File: src/rtl/tes_regs.svh
// constants of the trigger and exposure sequencer
`ifndef TES_REGS_SVH
`define TES_REGS_SVH

// reset values of the exposure and gain loop, and the one-frame count
`define TES_EXP_RST     30'h0000_1388
`define TES_GAIN_RST    12'h000
`define TES_FRAMES_ONE  24'h00_0001

// convergence step shift for the fastest rate
`define TES_SPEED_BASE  3'h0

// positions of the signals offered to the output mapper
`define TES_MAP_NONE    0
`define TES_MAP_EXPO    1
`define TES_MAP_READ    2
`define TES_MAP_FSTART  3
`define TES_MAP_TACC    4
`define TES_MAP_TLEVEL  5
`define TES_MAP_IN1     6
`define TES_MAP_IN2     7
`define TES_MAP_CC1     8
`define TES_MAP_PGEN    9
`define TES_MAP_SWTRIG  10
`define TES_MAP_ELIM    11
`define TES_MAP_GLIM    12
`define TES_MAP_HOLD    13
`define TES_MAP_ESTART  14
`define TES_MAP_EEND    15

`endif

File: src/rtl/tes_pkg.sv
// types of the trigger and exposure sequencer
package tes_pkg;

  typedef enum logic [2:0] {
    TES_SRC_IN1  = 3'h0,
    TES_SRC_IN2  = 3'h1,
    TES_SRC_PGEN = 3'h2,
    TES_SRC_SW   = 3'h3,
    TES_SRC_CC1  = 3'h4
  } tes_src_e;

  typedef enum logic [2:0] {
    TES_ST_IDLE   = 3'b001,
    TES_ST_EXPOSE = 3'b010,
    TES_ST_READ   = 3'b100
  } tes_state_e;

endpackage

File: src/rtl/tes_top.sv
// trigger conditioning, exposure sequencing and auto exposure loop
// Functional notes
// 12-bit brightness target; 8-bit level times 16
// meter average or peak, whole frame or window
// both loops on: exposure first, gain only at exposure max; code lowers gain first when darkening
// clamp flags the limit and holds until luminance changes
// four convergence rates set the step size
// meter all pixels, or window only when slaved
// luminance, exposure and gain are read back
// hardware trigger from input one or two on chosen edge
// glitch filter drops short pin pulses
// holdoff period ignores triggers after each one
// each output maps one of fifteen signals with chosen polarity
// standard: full exposure then readout; source spaces triggers
// standard: set frame count per trigger, default 1
// timer exposure starts at trigger, length manual or auto
// pulse width exposure lasts while trigger is active
// fast timer pulses 10 us wide, period over readout
// fast timer exposure ends with readout; next readout on trigger
// fast mode drops triggers in the running period
// fast timer exposure up to 16 seconds
// fast pulse width exposure starts on trigger during readout
// five sources: two inputs, pulse gen, software, cc1
// one short pulse per software command
// overlap ignore drops busy triggers; accept restarts the cycle
// pulse width: low level on falling edge, high on rising
// free run ignores triggers, reads out continuously
// glitch filter first, holdoff second, then sequencer
`timescale 1ns/1ps
`include "tes_regs.svh"

module tes_top #(
  parameter int EXP_W  = 30,
  parameter int GAIN_W = 12,
  parameter int LUM_W  = 12,
  parameter int CNT_W  = 24
) (
  input  wire logic              i_sys_clk,
  input  wire logic              i_nrst,
  input  wire logic              i_ce,
  input  wire logic              i_triggered,
  input  wire logic              i_fast_mode,
  input  wire logic              i_pulse_width,
  input  wire logic              i_edge_falling,
  input  wire logic              i_overlap_accept,
  input  wire logic [2:0]        i_trig_src,
  input  wire logic [CNT_W-1:0]  i_frames_per_trig,
  input  wire logic [CNT_W-1:0]  i_glitch_min,
  input  wire logic [CNT_W-1:0]  i_trigger_holdoff,
  input  wire logic [EXP_W-1:0]  i_exp_time,
  input  wire logic [CNT_W-1:0]  i_readout_time,
  input  wire logic              i_trigger_input_one,
  input  wire logic              i_trigger_input_two,
  input  wire logic              i_cc1,
  input  wire logic              i_pulse_gen,
  input  wire logic              i_sw_trig,
  input  wire logic              i_ae_en,
  input  wire logic              i_ag_en,
  input  wire logic [LUM_W-1:0]  i_lum_target,
  input  wire logic              i_use_peak,
  input  wire logic              i_slaved_window_metering,
  input  wire logic [1:0]        i_ae_speed,
  input  wire logic [EXP_W-1:0]  i_exp_min,
  input  wire logic [EXP_W-1:0]  i_exp_max,
  input  wire logic [GAIN_W-1:0] i_gain_min,
  input  wire logic [GAIN_W-1:0] i_gain_max,
  input  wire logic              i_pix_valid,
  input  wire logic [LUM_W-1:0]  i_pix_data,
  input  wire logic              i_pix_in_window,
  input  wire logic              i_frame_end,
  input  wire logic [3:0]        i_out1_sel,
  input  wire logic              i_out1_low,
  input  wire logic [3:0]        i_out2_sel,
  input  wire logic              i_out2_low,
  output logic                   o_out1,
  output logic                   o_out2,
  output logic                   o_exposing,
  output logic                   o_readout,
  output logic                   o_frame_start,
  output logic                   o_trig_accepted,
  output logic [LUM_W-1:0]       o_lum,
  output logic [EXP_W-1:0]       o_exp_cur,
  output logic [GAIN_W-1:0]      o_gain_cur,
  output logic                   o_exp_limit,
  output logic                   o_gain_limit
);

  logic [2:0]         sync1_q;
  logic [2:0]         sync2_q;
  logic               sw_pulse_q;
  logic               raw_lvl;
  logic               act_lvl;
  logic               pin_src;
  logic [CNT_W-1:0]   glt_cnt_q;
  logic               filt_q;
  logic               filt_prev_q;
  logic [CNT_W-1:0]   hold_cnt_q;
  logic               trig_ok;
  tes_pkg::tes_state_e state_q;
  logic [CNT_W-1:0]   rd_cnt_q;
  logic [EXP_W-1:0]   exp_cnt_q;
  logic [CNT_W-1:0]   frames_left_q;
  logic               exp_prev_q;
  logic               rd_busy;
  logic               standard;
  logic [EXP_W-1:0]   exp_len;
  logic [CNT_W-1:0]   fpt;
  logic [35:0]        sum_q;
  logic [CNT_W-1:0]   pix_cnt_q;
  logic [LUM_W-1:0]   peak_q;
  logic               meas_new_q;
  logic [LUM_W-1:0]   prev_lum_q;
  logic               metered;
  logic               up;
  logic               dn;
  logic               same;
  logic               exp_path;
  logic [LUM_W-1:0]   err;
  logic [LUM_W-1:0]   step;
  logic [2:0]         shift;
  logic [EXP_W:0]     exp_up;
  logic [EXP_W-1:0]   exp_stp;
  logic [GAIN_W:0]    gain_up;
  logic [GAIN_W-1:0]  gain_stp;
  logic [15:0]        map_sig;

  // two-flop synchronisers for the pins
  always_ff @(posedge i_sys_clk or negedge i_nrst) begin
    if (!i_nrst) begin
      sync1_q <= '0;
      sync2_q <= '0;
    end else if (i_ce) begin
      sync1_q <= {i_cc1, i_trigger_input_two, i_trigger_input_one};
      sync2_q <= sync1_q;
    end
  end

  // one pulse per command
  always_ff @(posedge i_sys_clk or negedge i_nrst) begin
    if (!i_nrst) begin
      sw_pulse_q <= 1'b0;
    end else if (i_ce) begin
      sw_pulse_q <= i_sw_trig;
    end
  end

  // source selection
  always_comb begin
    raw_lvl = 1'b0;
    pin_src = 1'b0;
    case (i_trig_src)
      tes_pkg::TES_SRC_IN1: begin
        raw_lvl = sync2_q[0];
        pin_src = 1'b1;
      end
      tes_pkg::TES_SRC_IN2: begin
        raw_lvl = sync2_q[1];
        pin_src = 1'b1;
      end
      tes_pkg::TES_SRC_PGEN: raw_lvl = i_pulse_gen;
      tes_pkg::TES_SRC_SW:   raw_lvl = sw_pulse_q;
      tes_pkg::TES_SRC_CC1:  raw_lvl = sync2_q[2];
      default:               raw_lvl = 1'b0;
    endcase
  end

  // active level follows the chosen edge
  assign act_lvl = raw_lvl ^ i_edge_falling;

  // glitch filter on pin sources
  always_ff @(posedge i_sys_clk or negedge i_nrst) begin
    if (!i_nrst) begin
      glt_cnt_q <= '0;
      filt_q    <= 1'b0;
    end else if (i_ce) begin
      if (!act_lvl) begin
        glt_cnt_q <= '0;
        filt_q    <= 1'b0;
      end else if (!pin_src || glt_cnt_q >= i_glitch_min) begin
        filt_q <= 1'b1;
      end else begin
        glt_cnt_q <= glt_cnt_q + 1'b1;
      end
    end
  end

  // holdoff sees only the filtered edge
  // no trigger passes in free-running mode
  assign trig_ok = filt_q && !filt_prev_q && hold_cnt_q == '0
                   && i_triggered;

  // holdoff window after each trigger
  always_ff @(posedge i_sys_clk or negedge i_nrst) begin
    if (!i_nrst) begin
      filt_prev_q <= 1'b0;
      hold_cnt_q  <= '0;
    end else if (i_ce) begin
      filt_prev_q <= filt_q;
      if (trig_ok) begin
        hold_cnt_q <= i_trigger_holdoff;
      end else if (hold_cnt_q != '0) begin
        hold_cnt_q <= hold_cnt_q - 1'b1;
      end
    end
  end

  // manual or automatic exposure length
  assign exp_len  = i_ae_en ? o_exp_cur : i_exp_time;
  assign rd_busy  = rd_cnt_q != '0;
  assign standard = i_triggered && !i_fast_mode;
  // a zero count behaves as one frame
  assign fpt = (i_frames_per_trig == '0) ? `TES_FRAMES_ONE
                                         : i_frames_per_trig;

  // exposure and readout sequencer
  always_ff @(posedge i_sys_clk or negedge i_nrst) begin
    if (!i_nrst) begin
      state_q         <= tes_pkg::TES_ST_IDLE;
      rd_cnt_q        <= '0;
      exp_cnt_q       <= '0;
      frames_left_q   <= '0;
      o_exposing      <= 1'b0;
      o_frame_start   <= 1'b0;
      o_trig_accepted <= 1'b0;
    end else if (i_ce) begin
      o_frame_start   <= 1'b0;
      o_trig_accepted <= 1'b0;
      if (rd_busy) begin
        rd_cnt_q <= rd_cnt_q - 1'b1;
      end
      if (standard) begin
        case (state_q)
          tes_pkg::TES_ST_IDLE: begin
            if (trig_ok) begin
              state_q         <= tes_pkg::TES_ST_EXPOSE;
              exp_cnt_q       <= exp_len;
              frames_left_q   <= fpt;
              o_exposing      <= 1'b1;
              o_trig_accepted <= 1'b1;
            end
          end
          default: begin
            // overlap policy
            if (trig_ok && i_overlap_accept) begin
              state_q         <= tes_pkg::TES_ST_EXPOSE;
              exp_cnt_q       <= exp_len;
              frames_left_q   <= fpt;
              rd_cnt_q        <= '0;
              o_exposing      <= 1'b1;
              o_trig_accepted <= 1'b1;
            end else if (state_q == tes_pkg::TES_ST_EXPOSE) begin
              // pulse width end
              // readout after exposure
              if (i_pulse_width ? !filt_q : exp_cnt_q <= 1) begin
                state_q       <= tes_pkg::TES_ST_READ;
                rd_cnt_q      <= i_readout_time;
                o_exposing    <= 1'b0;
                o_frame_start <= 1'b1;
              end else begin
                exp_cnt_q <= exp_cnt_q - 1'b1;
              end
            end else if (rd_cnt_q <= 1) begin
              // next frame
              if (frames_left_q > 1 && !i_pulse_width) begin
                state_q       <= tes_pkg::TES_ST_EXPOSE;
                frames_left_q <= frames_left_q - 1'b1;
                exp_cnt_q     <= exp_len;
                o_exposing    <= 1'b1;
              end else begin
                state_q <= tes_pkg::TES_ST_IDLE;
              end
            end
          end
        endcase
      end else begin
        state_q <= tes_pkg::TES_ST_IDLE;
        if (!i_triggered) begin
          // continuous readout
          if (rd_cnt_q <= 1) begin
            rd_cnt_q      <= i_readout_time;
            o_frame_start <= 1'b1;
          end
          o_exposing <= rd_busy && EXP_W'(rd_cnt_q) <= exp_len;
        end else if (i_pulse_width) begin
          // pulse width exposure
          if (trig_ok && !o_exposing) begin
            o_exposing      <= 1'b1;
            o_trig_accepted <= 1'b1;
          end else if (o_exposing && !filt_q) begin
            o_exposing    <= 1'b0;
            rd_cnt_q      <= i_readout_time;
            o_frame_start <= 1'b1;
          end
        end else begin
          // drop busy triggers
          if (trig_ok && !rd_busy) begin
            rd_cnt_q        <= i_readout_time;
            o_frame_start   <= 1'b1;
            o_trig_accepted <= 1'b1;
          end
          // exposure ends with readout
          o_exposing <= rd_busy && EXP_W'(rd_cnt_q) <= exp_len;
        end
      end
    end
  end

  // window metering
  assign metered = i_pix_valid &&
                   (!i_slaved_window_metering || i_pix_in_window);

  // average or peak luminance per frame
  always_ff @(posedge i_sys_clk or negedge i_nrst) begin
    if (!i_nrst) begin
      sum_q      <= '0;
      pix_cnt_q  <= '0;
      peak_q     <= '0;
      o_lum      <= '0;
      meas_new_q <= 1'b0;
    end else if (i_ce) begin
      meas_new_q <= i_frame_end;
      if (i_frame_end) begin
        sum_q     <= '0;
        pix_cnt_q <= '0;
        peak_q    <= '0;
        if (i_use_peak) begin
          o_lum <= peak_q;
        end else if (pix_cnt_q != '0) begin
          o_lum <= LUM_W'(sum_q / pix_cnt_q);
        end
      end else if (metered) begin
        sum_q     <= sum_q + 36'(i_pix_data);
        pix_cnt_q <= pix_cnt_q + 1'b1;
        if (i_pix_data > peak_q) begin
          peak_q <= i_pix_data;
        end
      end
    end
  end

  // twelve-bit target compared directly
  assign up   = o_lum < i_lum_target;
  assign dn   = o_lum > i_lum_target;
  assign err  = up ? i_lum_target - o_lum : o_lum - i_lum_target;
  // four step sizes
  assign shift = `TES_SPEED_BASE + {i_ae_speed, 1'b0};
  assign step  = ((err >> shift) == '0) ? LUM_W'(1) : err >> shift;
  assign same  = o_lum == prev_lum_q;
  // outside pulse width mode, brightening: exposure first, gain only at exposure max; darkening: gain first, exposure only at gain min
  assign exp_path = i_ae_en && !i_pulse_width &&
                    (!i_ag_en || (up ? o_exp_cur < i_exp_max
                                     : o_gain_cur <= i_gain_min));
  assign exp_up   = {1'b0, o_exp_cur} + (EXP_W+1)'(step);
  assign exp_stp  = EXP_W'(step);
  assign gain_up  = {1'b0, o_gain_cur} + (GAIN_W+1)'(step);
  assign gain_stp = GAIN_W'(step);

  // loop readback
  always_ff @(posedge i_sys_clk or negedge i_nrst) begin
    if (!i_nrst) begin
      o_exp_cur    <= `TES_EXP_RST;
      o_gain_cur   <= `TES_GAIN_RST;
      o_exp_limit  <= 1'b0;
      o_gain_limit <= 1'b0;
      prev_lum_q   <= '0;
    end else if (i_ce && meas_new_q) begin
      prev_lum_q <= o_lum;
      // flags clear when the light level moves
      if (!same) begin
        o_exp_limit  <= 1'b0;
        o_gain_limit <= 1'b0;
      end
      if (exp_path && !(o_exp_limit && same)) begin
        if (up) begin
          if (exp_up >= {1'b0, i_exp_max}) begin
            o_exp_cur   <= i_exp_max;
            o_exp_limit <= 1'b1;
          end else begin
            o_exp_cur <= EXP_W'(exp_up);
          end
        end else if (dn) begin
          if (o_exp_cur <= i_exp_min + exp_stp) begin
            o_exp_cur   <= i_exp_min;
            o_exp_limit <= 1'b1;
          end else begin
            o_exp_cur <= o_exp_cur - exp_stp;
          end
        end
      end else if (i_ag_en && !exp_path &&
                   !(o_gain_limit && same)) begin
        if (up) begin
          if (gain_up >= {1'b0, i_gain_max}) begin
            o_gain_cur   <= i_gain_max;
            o_gain_limit <= 1'b1;
          end else begin
            o_gain_cur <= GAIN_W'(gain_up);
          end
        end else if (dn) begin
          if (o_gain_cur <= i_gain_min + gain_stp) begin
            o_gain_cur   <= i_gain_min;
            o_gain_limit <= 1'b1;
          end else begin
            o_gain_cur <= o_gain_cur - gain_stp;
          end
        end
      end
    end
  end

  // mapper sources
  always_comb begin
    map_sig                  = '0;
    map_sig[`TES_MAP_EXPO]   = o_exposing;
    map_sig[`TES_MAP_READ]   = rd_busy;
    map_sig[`TES_MAP_FSTART] = o_frame_start;
    map_sig[`TES_MAP_TACC]   = o_trig_accepted;
    map_sig[`TES_MAP_TLEVEL] = filt_q;
    map_sig[`TES_MAP_IN1]    = sync2_q[0];
    map_sig[`TES_MAP_IN2]    = sync2_q[1];
    map_sig[`TES_MAP_CC1]    = sync2_q[2];
    map_sig[`TES_MAP_PGEN]   = i_pulse_gen;
    map_sig[`TES_MAP_SWTRIG] = sw_pulse_q;
    map_sig[`TES_MAP_ELIM]   = o_exp_limit;
    map_sig[`TES_MAP_GLIM]   = o_gain_limit;
    map_sig[`TES_MAP_HOLD]   = hold_cnt_q != '0;
    map_sig[`TES_MAP_ESTART] = o_exposing && !exp_prev_q;
    map_sig[`TES_MAP_EEND]   = !o_exposing && exp_prev_q;
  end

  // mapped outputs with polarity
  always_ff @(posedge i_sys_clk or negedge i_nrst) begin
    if (!i_nrst) begin
      exp_prev_q <= 1'b0;
      o_readout  <= 1'b0;
      o_out1     <= 1'b0;
      o_out2     <= 1'b0;
    end else if (i_ce) begin
      exp_prev_q <= o_exposing;
      o_readout  <= rd_busy;
      o_out1     <= map_sig[i_out1_sel] ^ i_out1_low;
      o_out2     <= map_sig[i_out2_sel] ^ i_out2_low;
    end
  end

endmodule

File: config.mk
export PLATFORM = sky130hd
export DESIGN_NAME = tes_top
export DESIGN_NICKNAME = d
export VERILOG_FILES = /design/src/rtl/tes_pkg.sv /design/src/rtl/tes_top.sv
export VERILOG_INCLUDE_DIRS = /design/src /design/src/rtl
export SDC_FILE = /design/constraint.sdc
export NUM_CORES = 2
export LEC_CHECK = 0
export BUFFER_PORTS_ARGS = -buffer_cell sky130_fd_sc_hd__buf_4
export CAP_MARGIN = 20
export CORE_UTILIZATION = 35
export CTS_CLUSTER_SIZE = 16
export DETAILED_ROUTE_END_ITERATION = 10
export GPL_ROUTABILITY_DRIVEN = 0
export PLACE_DENSITY = 0.63
export SLEW_MARGIN = 20
export SYNTH_ARGS = -nofsm -noshare
export SYNTH_HDL_FRONTEND = slang
export SYNTH_SLANG_ARGS = --single-unit
File: constraint.sdc
create_clock -name i_sys_clk -period 102 [get_ports i_sys_clk]
set_input_delay 10.2 -clock i_sys_clk [delete_from_list [all_inputs] [get_ports i_sys_clk]]
set_output_delay 10.2 -clock i_sys_clk [all_outputs]
set_load 0.02 [all_outputs]
==> key figures <==
Worst setup path
  – R2r setup slk: 6.04 ns
  – Worst EP arrival: 96.48 ns
  – Startpoint types: register
  – Crit path top cell by count: o21a_1
  – CP required: 102.52 ns
  – Register-to-Register Path Depth: 438
  – Reg-to-reg startpoint: pix_cnt_q[13]$_DFFE_PN0P_
  – Worst r2r dst: o_lum[0]$_DFFE_PN0P_
  – CP Capture Type: register
  – Critical-path top delay cell: a2111oi_1
  – Setup CP Type: register to register
  – Peak fanout along the critical path: 30
  – Slowest Stage Delay on Critical Path: 0.94 ns

Synth
  – Synth area leaders: ha_1, dfrtp_1, a21oi_1
  – Library cells used by synthesis: 118
  – Post-synth EDFFs: 0
  – Main synth FF type: dfrtp_1
  – Post-Syn Area: 0.0573 mm²
  – Dominant cell type by area after synthesis: ha_1
  – YS warnings: 0
  – Most frequent cell after synthesis: ha_1
  – Syn_nets: 8,890
  – Yosys reg bits: 286
  – Seq/Total Area, Yosys: 0.125
  – Avg Cell Area, Syn: 7.42 µm²
  – Ys async rst share: 1.00
  – Share of the synthesized area in the top cell type: 0.195
  – Post-synth top cells: ha_1, nor2_1, a21oi_1
  – Mapped Cells: 7,719

Die
  – Core area: 0.163 mm²
  – Die Ht: 407 µm
  – IO Pins: 331
  – Initial core utilization: 0.352
  – Row count: 148
  – Die Span X: 407 µm
  – DIE AREA: 0.165 mm²

Layout
  – Final Cell Area: 0.0647 mm²
  – Ratio of cells with drive above 1 in the final layout: 0.127
  – Area grow syn2layout: 12.8%
  – Fill count: 16,700
  – # nets final: 9,122

Worst hold path
  – HP Class: register to register
  – Cells on Worst Hold Path: 2
  – WHS Endpoint: prev_lum_q[10]$_DFFE_PN0P_
  – Hold Crit Start: prev_lum_q[10]$_DFFE_PN0P_

Global routing
  – Gr usage total: 0.235
  – Gr ovfl total: 0
  – Vias in the first global route: 56,300
  – Largest net degree at the start of global routing: 106
  – Initial antenna violation count: 8
  – First-pass GRT wire length: 312,000 µm

CTS
  – Clock latency on the worst-skew pair: 0.63 ns
  – # clock sinks: 286
  – Root Driver: clkbuf_16
  – CTS buffer count: 38
  – Clock Path Buffers: 3
  – H-tree Lvls: 2
  – Clock Pin Slew Worst Setup and Hold Paths: 0.06 ns
  – CTS tree: built

Placement
  – Port Buf Inserts: 330
  – Dpl hpwl: 159,000 µm
  – DP Area: 0.0623 mm²

Run
  – Number of max-cap violations: 0

Routing
  – Routed len/inst: 20.1 µm
  – Number of vias per cell: 5.91
  – Initial DRC Count: 5,394
  – Routed WL: 205,000 µm
  – Via count: 60,000
  – Pre-antenna DRT Iters: 7
  – Drt drc: 0
  – Antenna viol nets, final: 0

STA
  – Part of the cycle the worst path needs: 0.941
  – Fmax: 10.4 MHz
  – Final setup viols: 0
  – Final hold slack: 0.501 ns
  – Rel. slew slack: 0.232
  – Worst-Margin Slew: 1.14 ns
  – Min Tclk post-route: 95.96 ns
  – Final Hold Fails: 0
  – Clock skew: 0.0559 ns
  – Slew Limit Fails: 0

Run status
  – Outcome: finished, final reports clean
-- per-layer routing --
layer,routed length [µm],part of all wire,GRT usage,up-vias
met4,10200,0.050,0.106,4
li1,-,-,-,28800
met1,84900,0.41,0.294,28400
met2,94300,0.46,0.397,2314
met3,15200,0.074,0.0337,526
met5,25,0.00012,0,-
-- placed cells by master, fill, tap and decap left out, types with 85 or more instances in the layout --
cell      count
a21o_1      211
a21oi_1     701
buf_4       466
dfrtp_1     280
ha_1        893
inv_1       334
mux2_2      199
mux2i_1      93
nand2_1     595
nand2b_1    114
nand3_1     138
nand4_1     116
nor2_1      844
nor2b_1     139
nor3_1      280
o21a_1      205
o21ai_0     513
o31ai_1      85
or3_1        86
xnor2_1     347
xor2_1      210
-- how the worst max path moves through the flow --
stage | end | from | cells after the start | slack (ns)
after detailed placement | o_lum[0]$_DFFE_PN0P_ | pix_cnt_q[23]$_DFFE_PN0P_ | 439 | -1.36
after global placement | o_lum[0]$_DFFE_PN0P_ | pix_cnt_q[23]$_DFFE_PN0P_ | 436 | 0.74
final | o_lum[0]$_DFFE_PN0P_ | pix_cnt_q[13]$_DFFE_PN0P_ | 438 | 6.04
after global routing | o_lum[0]$_DFFE_PN0P_ | pix_cnt_q[13]$_DFFE_PN0P_ | 447 | -0.46
after floorplan | o_lum[0]$_DFFE_PN0P_ | pix_cnt_q[13]$_DFFE_PN0P_ | 469 | 3.64
after CTS | o_lum[0]$_DFFE_PN0P_ | pix_cnt_q[23]$_DFFE_PN0P_ | 439 | 0.03
-- logic make-up (layout without fill, tap and decap cells) --
family	after synthesis	count (layout)	share of synthesized area
simple gates	2654	2658	0.223
compound gates	2370	2370	0.264
fa+ha+maj	902	902	0.198
buf+inv	631	888	0.0423
xor+xnor	557	557	0.0851
mux	319	319	0.0625
flops	286	286	0.125
other cells	0	5	0
-- state kept, by name, indices dropped and copies added, names as in the netlist, 3 cells and up --
signal,cells
exp_cnt_q,30
peak_q,12
pix_cnt_q,24
o_gain_cur,12
prev_lum_q,12
rd_cnt_q,24
sync1_q,3
sync2_q,3
o_lum,12
sum_q,36
glt_cnt_q,24
hold_cnt_q,24
o_exp_cur,30
frames_left_q,24
state_q,3
-- stage by stage --
step	cells	TNS [ns]	util	setup WS, ns
3_3_place_gp	10100	0	0.383	0.737
3_5_place_dp	10100	-1.36	0.383	-1.36
6_report	10200	0	0.398	6.04
2_1_floorplan	7719	0	-	3.64
5_1_grt	10200	-0.456	0.398	-0.456
4_1_cts	10100	0	0.392	0.0278
-- worst max-delay path: cells and delay by family (launching register included) --
family          cells  cell delay, ns
flops               1            0.48
fa+ha+maj          35           11.14
buf+inv            21            4.11
compound gates    267           56.83
simple gates      104           19.37
mux                11            3.73
-- layout make-up --
type                    instances  area, µm²  share of cell area
diodes                          5       12.5            0.000193
clock buffers                  54       1080              0.0167
clock inverters                15        206             0.00319
inverters                     346       1300              0.0201
multi-input cells            6806      48600               0.751
flip-flops and latches        286       7160               0.111
well taps                    2175       2720              0.0421
repair buffers                473       3620              0.0560
-- timing repair --
action	in CTS	in global routing
setup endpoints to repair	1	2
pin swaps	1	23
gates resized for setup	8	155
buffers inserted	4	26
hold buffers	0	0
cloned	0	4
Power is left out: the tool's default activity adds up to more than one toggle a clock period on the data nets, which glitch-free logic cannot reach.
